<file path="src/shared/acr_pkg.sv">
// shared constants and types of the converter result and control block
package acr_pkg;
    // ---------------------------------------------------------------
    // register indices; byte address is four times the index
    // ---------------------------------------------------------------
    localparam logic [7:0] IDX_RESULT_LOW  = 8'h78;
    localparam logic [7:0] IDX_RESULT_HIGH = 8'h79;
    localparam logic [7:0] IDX_CONTROL     = 8'h7A;
    localparam logic [7:0] IDX_SELECT      = 8'h7C;
    localparam logic [7:0] IDX_INT_STATUS  = 8'h80;
    localparam logic [7:0] IDX_INT_MASK    = 8'h81;
    // ---------------------------------------------------------------
    // field positions and reset values
    // ---------------------------------------------------------------
    localparam int CTL_ENABLE = 7;
    localparam int CTL_START  = 6;
    localparam int CTL_AUTO   = 5;
    localparam int CTL_FLAG   = 4;
    localparam int CTL_IE     = 3;
    localparam int SEL_LEFT   = 5;
    localparam int INT_DONE   = 0;
    localparam logic [7:0] CONTROL_RESET = 8'h00;
    localparam logic [7:0] SELECT_RESET  = 8'h00;
    localparam logic [7:0] INT_RESET     = 8'h00;
    // ---------------------------------------------------------------
    // timing in converter clock cycles
    // ---------------------------------------------------------------
    localparam logic [4:0] FIRST_CYCLES  = 5'h19;
    localparam logic [4:0] NORMAL_CYCLES = 5'h0D;
    // ---------------------------------------------------------------
    // result codes and references
    // ---------------------------------------------------------------
    localparam logic [9:0] SINGLE_MAX = 10'h3FF;
    localparam logic [9:0] SINGLE_MIN = 10'h000;
    localparam logic [9:0] DIFF_MAX   = 10'h1FF;
    localparam logic [9:0] DIFF_MIN   = 10'h200;
    localparam logic [1:0] REF_EXT_PIN  = 2'h0;
    localparam logic [1:0] REF_SUPPLY   = 2'h1;
    localparam logic [1:0] REF_INTERNAL = 2'h3;

    typedef enum logic [2:0] {
        ACR_CH_SINGLE, ACR_CH_NONE, ACR_CH_DIFF_N1, ACR_CH_DIFF_N2,
        ACR_CH_BANDGAP, ACR_CH_GROUND
    } acr_chan_kind_t;

    function automatic acr_chan_kind_t chan_kind(input logic [4:0] code);
        acr_chan_kind_t k;
        k = ACR_CH_NONE;
        case (code[4:3])
            2'b00: k = ACR_CH_SINGLE;
            2'b01: k = ACR_CH_NONE;
            2'b10: k = ACR_CH_DIFF_N1;
            default: begin
                if (code == 5'h1E) k = ACR_CH_BANDGAP;
                else if (code == 5'h1F) k = ACR_CH_GROUND;
                else k = ACR_CH_DIFF_N2;
            end
        endcase
        return k;
    endfunction
endpackage

</file>
<file path="src/shared/acr_conv_if.sv">
// carrier between the control registers, the sequencer and the formatter
`timescale 1ns/1ps
`default_nettype none
interface acr_conv_if;
    logic       enable;
    logic       start;
    logic       first;
    logic       auto_run;
    logic [2:0] divider;
    logic       busy;
    logic       done;
    logic       sample;
    logic [10:0] raw;
    logic       diff;
    logic [9:0] coded;
    logic [9:0] result;
    logic       left;
    logic [7:0] low_byte;
    logic [7:0] high_byte;
    modport ctl (output enable, start, first, auto_run, divider, raw, diff, result, left,
                 input busy, done, sample, coded, low_byte, high_byte);
    modport seq (input enable, start, first, auto_run, divider, output busy, done, sample);
    modport fmt (input raw, diff, result, left, output coded, low_byte, high_byte);
endinterface
`default_nettype wire

</file>
<file path="src/hdl/acr_seq.sv">
// conversion sequencer: converter clock divider and cycle counting
`timescale 1ns/1ps
`default_nettype none
module acr_seq (
    input  wire logic pclk,
    input  wire logic presetn,
    acr_conv_if.seq   cif
);
    typedef enum logic {ACR_SEQ_IDLE, ACR_SEQ_RUN} acr_seq_state_t;

    acr_seq_state_t state;
    logic [6:0]     div_cnt;
    logic [4:0]     cyc_cnt;
    logic [4:0]     cyc_last;
    logic           tick;

    // division factor minus one: codes 0 and 1 both divide by two
    function automatic logic [6:0] div_limit(input logic [2:0] code);
        logic [7:0] f;
        f = (code == 3'h0) ? 8'h02 : (8'h01 << code);
        return 7'(f - 8'h01);
    endfunction

    assign tick = (div_cnt == div_limit(cif.divider));

    // ---------------------------------------------------------------
    // converter clock: restarts with each conversion for even timing
    // ---------------------------------------------------------------
    always_ff @(posedge pclk or negedge presetn) begin
        if (!presetn) begin
            div_cnt <= 7'h00;
        end else if (state == ACR_SEQ_IDLE || tick) begin
            div_cnt <= 7'h00;
        end else begin
            div_cnt <= div_cnt + 7'h01;
        end
    end

    always_ff @(posedge pclk or negedge presetn) begin
        if (!presetn) begin
            state    <= ACR_SEQ_IDLE;
            cyc_cnt  <= 5'h00;
            cyc_last <= 5'h00;
            cif.busy <= 1'b0;
            cif.done <= 1'b0;
            cif.sample <= 1'b0;
        end else begin
            cif.done   <= 1'b0;
            cif.sample <= 1'b0;
            case (state)
                ACR_SEQ_IDLE: begin
                    if (cif.enable && cif.start) begin
                        state      <= ACR_SEQ_RUN;
                        cyc_cnt    <= 5'h01;
                        cyc_last   <= cif.first ? acr_pkg::FIRST_CYCLES
                                                : acr_pkg::NORMAL_CYCLES;
                        cif.busy   <= 1'b1;
                        cif.sample <= 1'b1;
                    end
                end
                ACR_SEQ_RUN: begin
                    if (!cif.enable) begin
                        state    <= ACR_SEQ_IDLE;
                        cif.busy <= 1'b0;
                    end else if (tick) begin
                        if (cyc_cnt == cyc_last) begin
                            cif.done <= 1'b1;
                            if (cif.auto_run) begin
                                cyc_cnt    <= 5'h01;
                                cyc_last   <= acr_pkg::NORMAL_CYCLES;
                                cif.sample <= 1'b1;
                            end else begin
                                state    <= ACR_SEQ_IDLE;
                                cif.busy <= 1'b0;
                            end
                        end else begin
                            cyc_cnt <= cyc_cnt + 5'h01;
                        end
                    end
                end
                default: begin
                    state    <= ACR_SEQ_IDLE;
                    cif.busy <= 1'b0;
                end
            endcase
        end
    end
endmodule
`default_nettype wire

</file>
<file path="src/hdl/acr_fmt.sv">
// result coding and byte presentation
`timescale 1ns/1ps
`default_nettype none
module acr_fmt (
    acr_conv_if.fmt cif
);
    // ---------------------------------------------------------------
    // coding of the core sample
    // ---------------------------------------------------------------
    always_comb begin
        if (cif.diff) begin
            if (!cif.raw[10] && cif.raw[9]) cif.coded = acr_pkg::DIFF_MAX;
            else if (cif.raw[10] && !cif.raw[9]) cif.coded = acr_pkg::DIFF_MIN;
            else cif.coded = cif.raw[9:0];
        end else begin
            if (cif.raw[10]) cif.coded = acr_pkg::SINGLE_MIN;
            else cif.coded = cif.raw[9:0];
        end
    end

    // ---------------------------------------------------------------
    // alignment follows the bit at once, even mid conversion
    // ---------------------------------------------------------------
    always_comb begin
        if (cif.left) begin
            cif.high_byte = cif.result[9:2];
            cif.low_byte  = {cif.result[1:0], 6'h00};
        end else begin
            cif.high_byte = {6'h00, cif.result[9:8]};
            cif.low_byte  = cif.result[7:0];
        end
    end
endmodule
`default_nettype wire

</file>
<file path="src/hdl/acr_top.sv">
// converter control and result registers behind an apb slave
//
// The APB interface to the registers was decided locally.
`timescale 1ns/1ps
`default_nettype none
module acr_top (
    input  wire logic        pclk,
    input  wire logic        presetn,
    input  wire logic        psel,
    input  wire logic        penable,
    input  wire logic        pwrite,
    input  wire logic [11:0] paddr,
    input  wire logic [31:0] pwdata,
    output logic      [31:0] prdata,
    output logic             pready,
    output logic             pslverr,
    input  wire logic        vector_ack,
    input  wire logic [10:0] core_sample,
    output logic             irq,
    output logic             analog_power,
    output logic             analog_sample,
    output logic      [4:0]  analog_channel,
    output logic      [1:0]  analog_reference,
    output logic             analog_diff,
    output logic             supply_ref_on,
    output logic             internal_ref_on
);
    acr_conv_if cif ();

    logic [7:0] control;
    logic [7:0] select;
    logic [7:0] int_status;
    logic [7:0] int_mask;
    logic [9:0] result;
    logic       result_lock;
    logic       first_pending;
    logic       start_req;
    logic       done_flag;

    // ---------------------------------------------------------------
    // bus decode
    // ---------------------------------------------------------------
    logic       acc;
    logic       wr;
    logic       rd;
    logic [7:0] idx;
    logic       mapped;
    logic [7:0] wbyte;

    function automatic logic is_mapped(input logic [11:0] a);
        logic [7:0] i;
        i = a[9:2];
        return (a[1:0] == 2'h0) && (a[11:10] == 2'h0) &&
               (i == acr_pkg::IDX_RESULT_LOW || i == acr_pkg::IDX_RESULT_HIGH ||
                i == acr_pkg::IDX_CONTROL || i == acr_pkg::IDX_SELECT ||
                i == acr_pkg::IDX_INT_STATUS || i == acr_pkg::IDX_INT_MASK);
    endfunction

    assign acc    = psel && penable && pready;
    assign wr     = acc && pwrite;
    assign rd     = acc && !pwrite;
    assign idx    = paddr[9:2];
    assign mapped = is_mapped(paddr);
    assign wbyte  = pwdata[7:0];

    // no wait state: pready rises in the first access cycle
    always_ff @(posedge pclk or negedge presetn) begin
        if (!presetn) begin
            pready  <= 1'b0;
            pslverr <= 1'b0;
        end else begin
            pready  <= psel && !penable;
            pslverr <= psel && !penable && !is_mapped(paddr);
        end
    end

    // ---------------------------------------------------------------
    // read data, captured in the setup cycle
    // ---------------------------------------------------------------
    logic [7:0] read_byte;

    always_comb begin
        read_byte = 8'h00;
        case (paddr[9:2])
            acr_pkg::IDX_RESULT_LOW:  read_byte = cif.low_byte;
            acr_pkg::IDX_RESULT_HIGH: read_byte = cif.high_byte;
            acr_pkg::IDX_CONTROL: begin
                read_byte = control;
                read_byte[acr_pkg::CTL_START] = start_req || cif.busy;
                read_byte[acr_pkg::CTL_FLAG]  = done_flag;
            end
            acr_pkg::IDX_SELECT:     read_byte = select;
            acr_pkg::IDX_INT_STATUS: read_byte = int_status;
            acr_pkg::IDX_INT_MASK:   read_byte = int_mask;
            default:                 read_byte = 8'h00;
        endcase
    end

    always_ff @(posedge pclk or negedge presetn) begin
        if (!presetn) begin
            prdata <= 32'h0000_0000;
        end else if (psel && !penable && !pwrite && is_mapped(paddr)) begin
            prdata <= {24'h00_0000, read_byte};
        end else if (!psel) begin
            prdata <= 32'h0000_0000;
        end
    end

    // ---------------------------------------------------------------
    // control register
    // ---------------------------------------------------------------
    logic wr_ctl;
    assign wr_ctl = wr && mapped && (idx == acr_pkg::IDX_CONTROL);

    always_ff @(posedge pclk or negedge presetn) begin
        if (!presetn) begin
            control <= acr_pkg::CONTROL_RESET;
        end else if (wr_ctl) begin
            control <= wbyte;
        end
    end

    // start is a request held until the sequencer takes it
    always_ff @(posedge pclk or negedge presetn) begin
        if (!presetn) begin
            start_req <= 1'b0;
        end else if (wr_ctl && wbyte[acr_pkg::CTL_START] && wbyte[acr_pkg::CTL_ENABLE]) begin
            start_req <= !cif.busy;
        end else if (cif.sample || !control[acr_pkg::CTL_ENABLE]) begin
            start_req <= 1'b0;
        end
    end

    // a fresh enable makes the next conversion the long initialising one
    always_ff @(posedge pclk or negedge presetn) begin
        if (!presetn) begin
            first_pending <= 1'b0;
        end else if (wr_ctl && wbyte[acr_pkg::CTL_ENABLE] && !control[acr_pkg::CTL_ENABLE]) begin
            first_pending <= 1'b1;
        end else if (cif.sample) begin
            first_pending <= 1'b0;
        end
    end

    // set wins over both clear paths
    always_ff @(posedge pclk or negedge presetn) begin
        if (!presetn) begin
            done_flag <= 1'b0;
        end else if (cif.done) begin
            done_flag <= 1'b1;
        end else if (vector_ack || (wr_ctl && wbyte[acr_pkg::CTL_FLAG])) begin
            done_flag <= 1'b0;
        end
    end

    // ---------------------------------------------------------------
    // selection register and the copy held by a conversion
    // ---------------------------------------------------------------
    always_ff @(posedge pclk or negedge presetn) begin
        if (!presetn) begin
            select <= acr_pkg::SELECT_RESET;
        end else if (wr && mapped && idx == acr_pkg::IDX_SELECT) begin
            select <= wbyte;
        end
    end

    // the copy follows the register while idle and moves again only at completion,
    // so a mid-flight change waits for completion
    always_ff @(posedge pclk or negedge presetn) begin
        if (!presetn) begin
            analog_channel   <= 5'h00;
            analog_reference <= acr_pkg::REF_EXT_PIN;
            analog_diff      <= 1'b0;
        end else if (!cif.busy || cif.done) begin
            analog_channel   <= select[4:0];
            analog_reference <= select[7:6];
            analog_diff      <= acr_pkg::chan_kind(select[4:0]) == acr_pkg::ACR_CH_DIFF_N1 ||
                                acr_pkg::chan_kind(select[4:0]) == acr_pkg::ACR_CH_DIFF_N2;
        end
    end

    // reserved reference code leaves both sources off
    always_ff @(posedge pclk or negedge presetn) begin
        if (!presetn) begin
            supply_ref_on   <= 1'b0;
            internal_ref_on <= 1'b0;
        end else begin
            supply_ref_on   <= analog_reference == acr_pkg::REF_SUPPLY;
            internal_ref_on <= analog_reference == acr_pkg::REF_INTERNAL;
        end
    end

    always_ff @(posedge pclk or negedge presetn) begin
        if (!presetn) begin
            analog_power  <= 1'b0;
            analog_sample <= 1'b0;
        end else begin
            analog_power  <= control[acr_pkg::CTL_ENABLE];
            analog_sample <= cif.sample;
        end
    end

    // ---------------------------------------------------------------
    // sequencer and formatter hookup
    // ---------------------------------------------------------------
    assign cif.enable   = control[acr_pkg::CTL_ENABLE];
    assign cif.start    = start_req;
    assign cif.first    = first_pending;
    assign cif.auto_run = control[acr_pkg::CTL_AUTO];
    assign cif.divider  = control[2:0];
    assign cif.raw      = core_sample;
    assign cif.diff     = analog_diff;
    assign cif.result   = result;
    assign cif.left     = select[acr_pkg::SEL_LEFT];

    acr_seq u_seq (
        .pclk    (pclk),
        .presetn (presetn),
        .cif     (cif.seq)
    );

    acr_fmt u_fmt (
        .cif (cif.fmt)
    );

    // ---------------------------------------------------------------
    // result register and read lock
    // ---------------------------------------------------------------
    logic rd_low;
    logic rd_high;
    assign rd_low  = rd && mapped && idx == acr_pkg::IDX_RESULT_LOW;
    assign rd_high = rd && mapped && idx == acr_pkg::IDX_RESULT_HIGH;

    // a completion during the lock is dropped; only the flag and the status bit record it
    always_ff @(posedge pclk or negedge presetn) begin
        if (!presetn) begin
            result <= 10'h000;
        end else if (cif.done && !result_lock) begin
            result <= cif.coded;
        end
    end

    always_ff @(posedge pclk or negedge presetn) begin
        if (!presetn) begin
            result_lock <= 1'b0;
        end else if (rd_high) begin
            result_lock <= 1'b0;
        end else if (rd_low) begin
            result_lock <= 1'b1;
        end
    end

    // ---------------------------------------------------------------
    // interrupt status, mask and output
    // ---------------------------------------------------------------
    logic rd_stat;
    assign rd_stat = rd && mapped && idx == acr_pkg::IDX_INT_STATUS;

    always_ff @(posedge pclk or negedge presetn) begin
        if (!presetn) begin
            int_status <= acr_pkg::INT_RESET;
        end else begin
            int_status[7:1] <= 7'h00;
            if (cif.done) begin
                int_status[acr_pkg::INT_DONE] <= 1'b1;
            end else if (rd_stat) begin
                int_status[acr_pkg::INT_DONE] <= 1'b0;
            end
        end
    end

    always_ff @(posedge pclk or negedge presetn) begin
        if (!presetn) begin
            int_mask <= acr_pkg::INT_RESET;
        end else if (wr && mapped && idx == acr_pkg::IDX_INT_MASK) begin
            int_mask <= wbyte;
        end
    end

    always_ff @(posedge pclk or negedge presetn) begin
        if (!presetn) begin
            irq <= 1'b0;
        end else begin
            irq <= |(int_status & int_mask) ||
                   (done_flag && control[acr_pkg::CTL_IE]);
        end
    end
endmodule
`default_nettype wire

</file>
<file path="config.mk">
export PLATFORM = sky130hd
export DESIGN_NAME = acr_top
export DESIGN_NICKNAME = d
export VERILOG_FILES = /design/src/shared/acr_pkg.sv /design/src/shared/acr_conv_if.sv /design/src/hdl/acr_seq.sv /design/src/hdl/acr_fmt.sv /design/src/hdl/acr_top.sv
export SDC_FILE = /design/constraint.sdc
export NUM_CORES = 1
export LEC_CHECK = 0
export BUFFER_PORTS_ARGS = -buffer_cell sky130_fd_sc_hd__clkbuf_2
export CORE_MARGIN = 5
export CORE_UTILIZATION = 48
export DETAILED_ROUTE_END_ITERATION = 10
export GPL_ROUTABILITY_DRIVEN = 0
export GPL_TIMING_DRIVEN = 0
export PLACE_DENSITY_LB_ADDON = 0.2
export SLEW_MARGIN = 20
export SYNTH_ARGS = -nofsm -noshare
export SYNTH_HDL_FRONTEND = slang
export SYNTH_SLANG_ARGS = --single-unit
</file>
<file path="constraint.sdc">
create_clock -name pclk -period 2.6 [get_ports pclk]
set_input_delay 0.52 -clock pclk [delete_from_list [all_inputs] [get_ports pclk]]
set_output_delay 0.52 -clock pclk [all_outputs]
set_load 0.05 [all_outputs]
</file>
# [Word level (Yosys, flattened, before mapping)]
# Cells that the tools add are included.
[totals] inputBits=61 output_inout_bits=47 register_bits=107 word_cells=178
[classes] shifts=1 addsub=3 eq_ne=26 bitwise_logic=2 muxes=58 n_reduce_logical=61
[op_table] cell="32-bit 2-to-1 mux" count=2
[op_table] cell="5-bit 2-to-1 mux" count=11
[op_table] cell="8-bit case mux with 6 select lines" count=1
[op_table] cell="10-bit 2-to-1 mux" count=4
[op_table] cell="8-bit by 7-bit equality test with 1-bit output (second input constant)" count=4
[op_table] cell="1-bit logical AND" count=28
[op_table] cell="1-bit 2-to-1 mux" count=27
[op_table] cell="5-bit case mux with 2 select lines" count=2
[op_table] cell="8-bit equality test (second input constant)" count=2
[op_table] cell="8-bit 2-to-1 mux" count=2
[op_table] cell="7-bit 2-to-1 mux" count=2
[op_table] cell="1-bit logical OR" count=12
[op_table] cell="3-bit != test (second input constant)" count=4
[op_table] cell="5-bit equality test (second input constant)" count=2
[op_table] cell="2-bit != test (second input constant)" count=5
[op_table] cell="2-bit nonzero test" count=5
[op_table] cell="3-bit 2-to-1 mux" count=3
[op_table] cell="3-bit case mux with 3 select lines" count=1
[op_table] cell="1-bit by 8-bit bitwise AND with 8-bit output" count=1
[op_table] cell="1-bit logical NOT" count=8
[op_table] cell="4-bit AND reduction" count=2
[op_table] cell="8-bit OR reduction" count=1
[op_table] cell="7-bit by 1-bit adder with 7-bit output (second input constant)" count=1
[op_table] cell="7-bit equality test" count=1
[op_table] cell="other kinds (13)" count=20

# [Depth between registers and ports, before layout]
[depth] depth_word=13 depth_mapped=10 mapped_depth_nobuf=9

# [Cells and area by module]
# A second synthesis with hierarchy kept.
[hier_totals] cells_unflattened=421 hier_area_um2=4444.3
[by_module_without_submodules] mod="acr_top" cells_each=282 instances=1 area_each_um2=3103.0
[by_module_without_submodules] mod="acr_seq" cells_each=106 instances=1 area_each_um2=1071.0
[by_module_without_submodules] mod="acr_fmt" cells_each=33 instances=1 area_each_um2=270.3

# [Worst setup path before layout]
# No wires, ideal clock.
[synth_path] path_type="register to register" startpoint="reg control[1]" endpoint="reg u_seq.cyc_cnt[3]" stages_incl_launch_ff=10 path_slack_ns=0.148 n_path_buf=1 arrival_ns=2.379 setup_ns=0.073 path_cell_list="dfrtp_1 -> buf_6 -> or2_4 -> ha_1 -> xnor2_1 -> o211a_1 -> nand4_4 -> o31a_1 -> or3_1 -> a21oi_2"
[synth_via] elab_chain_len=6 word_cells_on_any_way=7 classes_between="add/sub: 1; eq/ne: 2; shift: 1; mux: 1; reduce/logical: 2"
[synth_rtl] element="start, declared" line="acr_top.sv:30" text="logic [7:0] control;"
[synth_rtl] element="start signal, assigned" line="acr_top.sv:117" text="control <= acr_pkg::CONTROL_RESET;"
[synth_rtl] element="start signal, assigned" line="acr_top.sv:119" text="control <= wbyte;"
[synth_rtl] element="3-bit logical NOT or 1-bit by 3-bit left shift with 7-bit output (tied branches)" line="acr_seq.sv:20" text="f = (code == 3'h0) ? 8'h02 : (8'h01 << code);"
[synth_rtl] element="7-bit 2-to-1 mux (*)" line="acr_seq.sv:20"
[synth_rtl] element="7-bit by 1-bit subtractor with 7-bit output (*)" line="acr_seq.sv:21" text="return 7'(f - 8'h01);"
[synth_rtl] element="7-bit equality test (*)" line="acr_seq.sv:24" text="assign tick = (div_cnt == div_limit(cif.divider));"
[synth_rtl] element="2-bit != test (no line) (*)"
[synth_rtl] element="4-bit AND reduction (no line) (*)"
[synth_rtl] element="end signal, assigned" line="acr_seq.sv:77" text="cyc_cnt <= cyc_cnt + 5'h01;"
[synth_rtl] element="end, declared" line="acr_seq.sv:13" text="logic [4:0] cyc_cnt;"
# Mark *: on every way between the ends. The rest lies on a longest branch, timed or not.
# A chain may end at the register's enable or synchronous reset.

# [Final worst setup path]
[layout_path] startpoint="reg control[1]" endpoint="reg u_seq.cyc_cnt[4]"
# Same word-level chain as after synthesis.

==> results.rst <==
.. list-table::
   :header-rows: 1

   * - Metric
     - Value
   * - Status
     - completed
   * - Worst reg2reg path depth
     - 9
   * - Sum of internal, switching and leakage power
     - between 2 and 3 mW
   * - Final number of hold-violating endpoints
     - 0
   * - Wire length per cell
     - between 15 and 20 um
   * - Setup slack of the worst register-to-register path
     - between 0.09 and 0.1 ns
   * - Final instance area
     - approximately 4900 um2
   * - Effective utilization at floorplan
     - 0.499
   * - Critical path start-end classification
     - reg2reg
   * - Number of maximum-capacitance constraint violations
     - 0
   * - Initial DRT Pass Iterations
     - 4
   * - Total cell area at the placement stage
     - 4680 um2
   * - Max_slew headroom
     - 0.453
   * - Hpwl dp
     - 7110 um
   * - Combined global-route utilization of all metal layers
     - 0.188
   * - Async set or reset register ratio after synthesis
     - 1.00
   * - Number of antenna cells inserted
     - 0
   * - Leakage power summed over all cells
     - around 2.4 nW
   * - Global-route wire length before repair
     - 15600 um
   * - Tcrit/Tclk final
     - 0.962
   * - Area of the core region
     - slightly above 8000 um2
   * - Later-pin clock latency in the skew report
     - between 0.3 and 0.4 ns
   * - Worst setup margin
     - between 0.09 and 0.1 ns
   * - Number of pins with negative max-slew slack in the final report
     - 0
   * - Worst ir drop on vdd
     - around 0.26 mV
   * - Origin of the critical flop-to-flop path
     - control[1]
   * - Root Buffer Master
     - sky130_fd_sc_hd__clkbuf_8
   * - Clock Tree Buf Depth
     - 2
   * - First DRT Iteration DRCs
     - ~110
   * - Fraction of layout cells with a size suffix above 1
     - 0.304
   * - Floorplan die area
     - approximately 11000 um2
   * - FF-to-FF End
     - u_seq.cyc_cnt[4]
   * - ANT nets after route
     - 0
   * - H-tree levels
     - 3
   * - Post-Synthesis Mean Instance Area
     - roughly 10 um2
   * - Cells after DPL
     - approximately 590
   * - Clock tree from TritonCTS
     - done
   * - Overall die height
     - ~100 um
   * - Port Buf Inserts
     - 58
   * - Via count of the first global-routing pass
     - about 3100
   * - Number of warnings issued by yosys
     - 0
   * - Data required time at the worst endpoint
     - between 2 and 3 ns
   * - Worst slack at placement
     - -0.0177 ns
   * - CP Launch Type
     - flip-flop
   * - Accumulated negative setup slack
     - 0 ns
   * - Post-Synthesis Cells
     - approximately 400
   * - Non-filler cells, final
     - slightly above 600
   * - Actual slew at the worst max-slew pin
     - 0.813 ns
   * - Vias per Instance
     - between 5 and 6
   * - Horizontal die dimension
     - approximately 100 um
   * - Total via count after detailed routing
     - around 3300
   * - Remaining global-route overflow
     - 0
   * - Nets
     - 559
   * - I/O pin count
     - ~110
   * - Final critical path time including I/O delays and setup
     - about 2.5 ns
   * - Number of fill cells
     - around 750
   * - Total CTS buffers
     - 9
   * - Clock-pin slew on the worst setup and hold paths
     - roughly 0.09 ns
   * - Number of enable flip-flop cells after synthesis
     - 0
   * - Hold crit path type
     - in2async
   * - Maximum fanout along the worst path
     - 10
   * - Critical Path AT
     - roughly 2.8 ns
   * - Power density normalized to cell area
     - 533 nW/um2
   * - Yosys reg bits
     - a little under 80
   * - Total routed wirelength
     - approximately 9500 um
   * - DRC errors left
     - 0
   * - Largest net degree at the start of global routing
     - between 40 and 50
   * - Antenna violations before repair
     - 0
   * - Hold buffer count at cts
     - 0
   * - Prevailing post-synth register cell
     - sky130_fd_sc_hd__dfrtp_1
   * - Area growth from synthesis to final layout
     - 18.8%
   * - Number of distinct library cells after synthesis
     - 62
   * - Site row count
     - 33
   * - Max Clock Skew
     - roughly 0.014 ns
   * - Final setup vio count
     - 0
   * - Endpoint kind of the worst setup timing path
     - flip-flop
   * - Sinks on the clock net
     - between 70 and 80
   * - Cell area after synthesis
     - just over 4000 um2
   * - F_max
     - between 0.3 and 0.4 GHz
   * - Sequential area share after synthesis
     - 0.477
-- synthesized netlist by cell type (2+ instances only) --
cell type                  count  area, um2
sky130_fd_sc_hd__and3_1        5       31.3
sky130_fd_sc_hd__buf_4        24        180
sky130_fd_sc_hd__nor2_1       17       63.8
sky130_fd_sc_hd__inv_1        11       41.3
sky130_fd_sc_hd__a21oi_1       2       10.0
sky130_fd_sc_hd__nor3b_1       2       15.0
sky130_fd_sc_hd__nand4_1       5       31.3
sky130_fd_sc_hd__o21ai_1       2       10.0
sky130_fd_sc_hd__and4bb_1      2       25.0
sky130_fd_sc_hd__maj3_1        2       20.0
sky130_fd_sc_hd__a221oi_1      7       61.3
sky130_fd_sc_hd__nor2b_1       4       25.0
sky130_fd_sc_hd__nand2b_1      5       31.3
sky130_fd_sc_hd__a22o_1       10       87.6
sky130_fd_sc_hd__xor2_1        6       52.6
sky130_fd_sc_hd__nand3b_1      2       15.0
sky130_fd_sc_hd__nor4_1        6       37.5
sky130_fd_sc_hd__a21o_1        3       22.5
sky130_fd_sc_hd__ha_1          3       37.5
sky130_fd_sc_hd__xnor2_1       4       35.0
sky130_fd_sc_hd__nor3_1        5       25.0
sky130_fd_sc_hd__nand3_1      19       95.1
sky130_fd_sc_hd__mux2_2       31        349
sky130_fd_sc_hd__o21ai_0      36        180
sky130_fd_sc_hd__nand2_1      43        161
sky130_fd_sc_hd__nor4_2        2       25.0
sky130_fd_sc_hd__buf_6         3       33.8
sky130_fd_sc_hd__dfrtp_1      79       1980
sky130_fd_sc_hd__or3_1         4       25.0
sky130_fd_sc_hd__o21a_1        4       30.0
sky130_fd_sc_hd__a22oi_1       2       15.0
sky130_fd_sc_hd__clkbuf_1     14       52.6
sky130_fd_sc_hd__mux2i_1       4       40.0
sky130_fd_sc_hd__and2_1        2       12.5
sky130_fd_sc_hd__o31ai_1       2       15.0
-- per-layer routing --
layer,up-vias,routed length (um),track usage
met5,-,0,0
met4,0,134,0.0618
met3,12,706,0.0392
met2,100,4210,0.287
met1,1578,4400,0.269
li1,1572,-,-
-- cell families after synthesis --
kind of cell             Yosys count  share of synthesized area
AND/OR/NAND/NOR                  130                      0.168
AO/OA/AOI/OAI                     84                      0.139
flip-flops                        79                      0.477
buffers and inverters             53                     0.0755
multiplexers                      35                     0.0939
XOR/XNOR                          12                     0.0317
adder cells (fa/ha/maj)            5                     0.0139
other                              1                   0.000905
-- layout make-up --
type / count / area [um2] / share of cell area
plain buffers: 42 / 272 / 0.0552
clock buffers: 10 / 128 / 0.0259
clock inverters: 6 / 61.3 / 0.0125
inverters: 11 / 41.3 / 0.00839
multi-input cells: 290 / 1970 / 0.400
flip-flops and latches: 79 / 1980 / 0.402
well taps: 105 / 131 / 0.0267
repair buffers: 62 / 343 / 0.0696
-- where the power goes --
part           switching, mW  internal, mW  leakage [nW]  total [mW]
Sequential            0.0615          1.28          1.05        1.35
Clock                  0.467         0.441        0.0960       0.908
Combinational          0.236         0.132          1.21       0.368
Total                  0.765          1.86          2.35        2.62
-- flip-flops by register name (all words and copies together), names as in the netlist, 2 cells and up --
| name | count |
|---|---|
| cif.result | 10 |
| select | 8 |
| u_seq.cyc_cnt | 5 |
| analog_reference | 2 |
| analog_channel | 5 |
| prdata | 8 |
| u_seq.cyc_last | 3 |
| control | 6 |
| u_seq.div_cnt | 7 |
| int_mask | 8 |
-- worst max path at each step --
stage	startpoint	endpoint	slack, ns	cells past startpoint
after global placement	control[1]	u_seq.cyc_cnt[3]	-0.003	9
after CTS	control[1]	u_seq.cyc_cnt[3]	0.005	9
after detailed placement	control[1]	u_seq.cyc_cnt[3]	-0.02	9
final	control[1]	u_seq.cyc_cnt[4]	0.1	9
after global routing	control[1]	u_seq.cyc_cnt[0]	-0.008	10
after floorplan	control[1]	u_seq.cyc_cnt[3]	0.15	9
-- stage by stage --
stage / util / hold WS [ns]
4_1_cts: 0.588 / 0.137
6_report: 0.593 / 0.133
2_1_floorplan: - / 0.224
5_1_grt: 0.593 / 0.167
3_3_place_gp: 0.560 / 0.362
3_5_place_dp: 0.564 / 0.372
-- timing repair --
item | in CTS | in global routing
resized for setup | 1 | 3
endpoints found under the hold margin | 0 | 0
pin swaps | 1 | 5
setup buffers | 0 | 3
setup endpoints to repair | 2 | 13
-- worst max-delay path, cell delays in order (launching register included) --
cell	delay [ns]
sky130_fd_sc_hd__dfrtp_1	0.39
sky130_fd_sc_hd__buf_6	0.14
sky130_fd_sc_hd__or2_4	0.23
sky130_fd_sc_hd__ha_2	0.32
sky130_fd_sc_hd__xor2_1	0.14
sky130_fd_sc_hd__o211a_1	0.21
sky130_fd_sc_hd__nand4_4	0.15
sky130_fd_sc_hd__o31a_1	0.39
sky130_fd_sc_hd__or3_1	0.32
sky130_fd_sc_hd__a21oi_1	0.15
-- placed cells by master (no fill, tap or decap), types with 3 or more instances in the layout --
cell	instances
sky130_fd_sc_hd__mux2i_1	4
sky130_fd_sc_hd__o21a_1	4
sky130_fd_sc_hd__clkbuf_8	9
sky130_fd_sc_hd__conb_1	24
sky130_fd_sc_hd__nor2b_1	4
sky130_fd_sc_hd__dfrtp_1	79
sky130_fd_sc_hd__xnor2_1	3
sky130_fd_sc_hd__clkbuf_2	57
sky130_fd_sc_hd__nand2_1	43
sky130_fd_sc_hd__nor3_1	5
sky130_fd_sc_hd__nand3_1	19
sky130_fd_sc_hd__clkbuf_1	15
sky130_fd_sc_hd__a221oi_1	7
sky130_fd_sc_hd__buf_6	3
sky130_fd_sc_hd__xor2_1	6
sky130_fd_sc_hd__a21o_1	3
sky130_fd_sc_hd__nand2b_1	5
sky130_fd_sc_hd__or3_1	4
sky130_fd_sc_hd__a22o_1	10
sky130_fd_sc_hd__inv_1	11
sky130_fd_sc_hd__nor4_1	6
sky130_fd_sc_hd__and3_1	5
sky130_fd_sc_hd__buf_4	27
sky130_fd_sc_hd__nor2_1	17
sky130_fd_sc_hd__nand4_1	5
sky130_fd_sc_hd__mux2_2	31
sky130_fd_sc_hd__clkinv_2	3
sky130_fd_sc_hd__o21ai_0	36
Power figures use the tool's default switching activity.
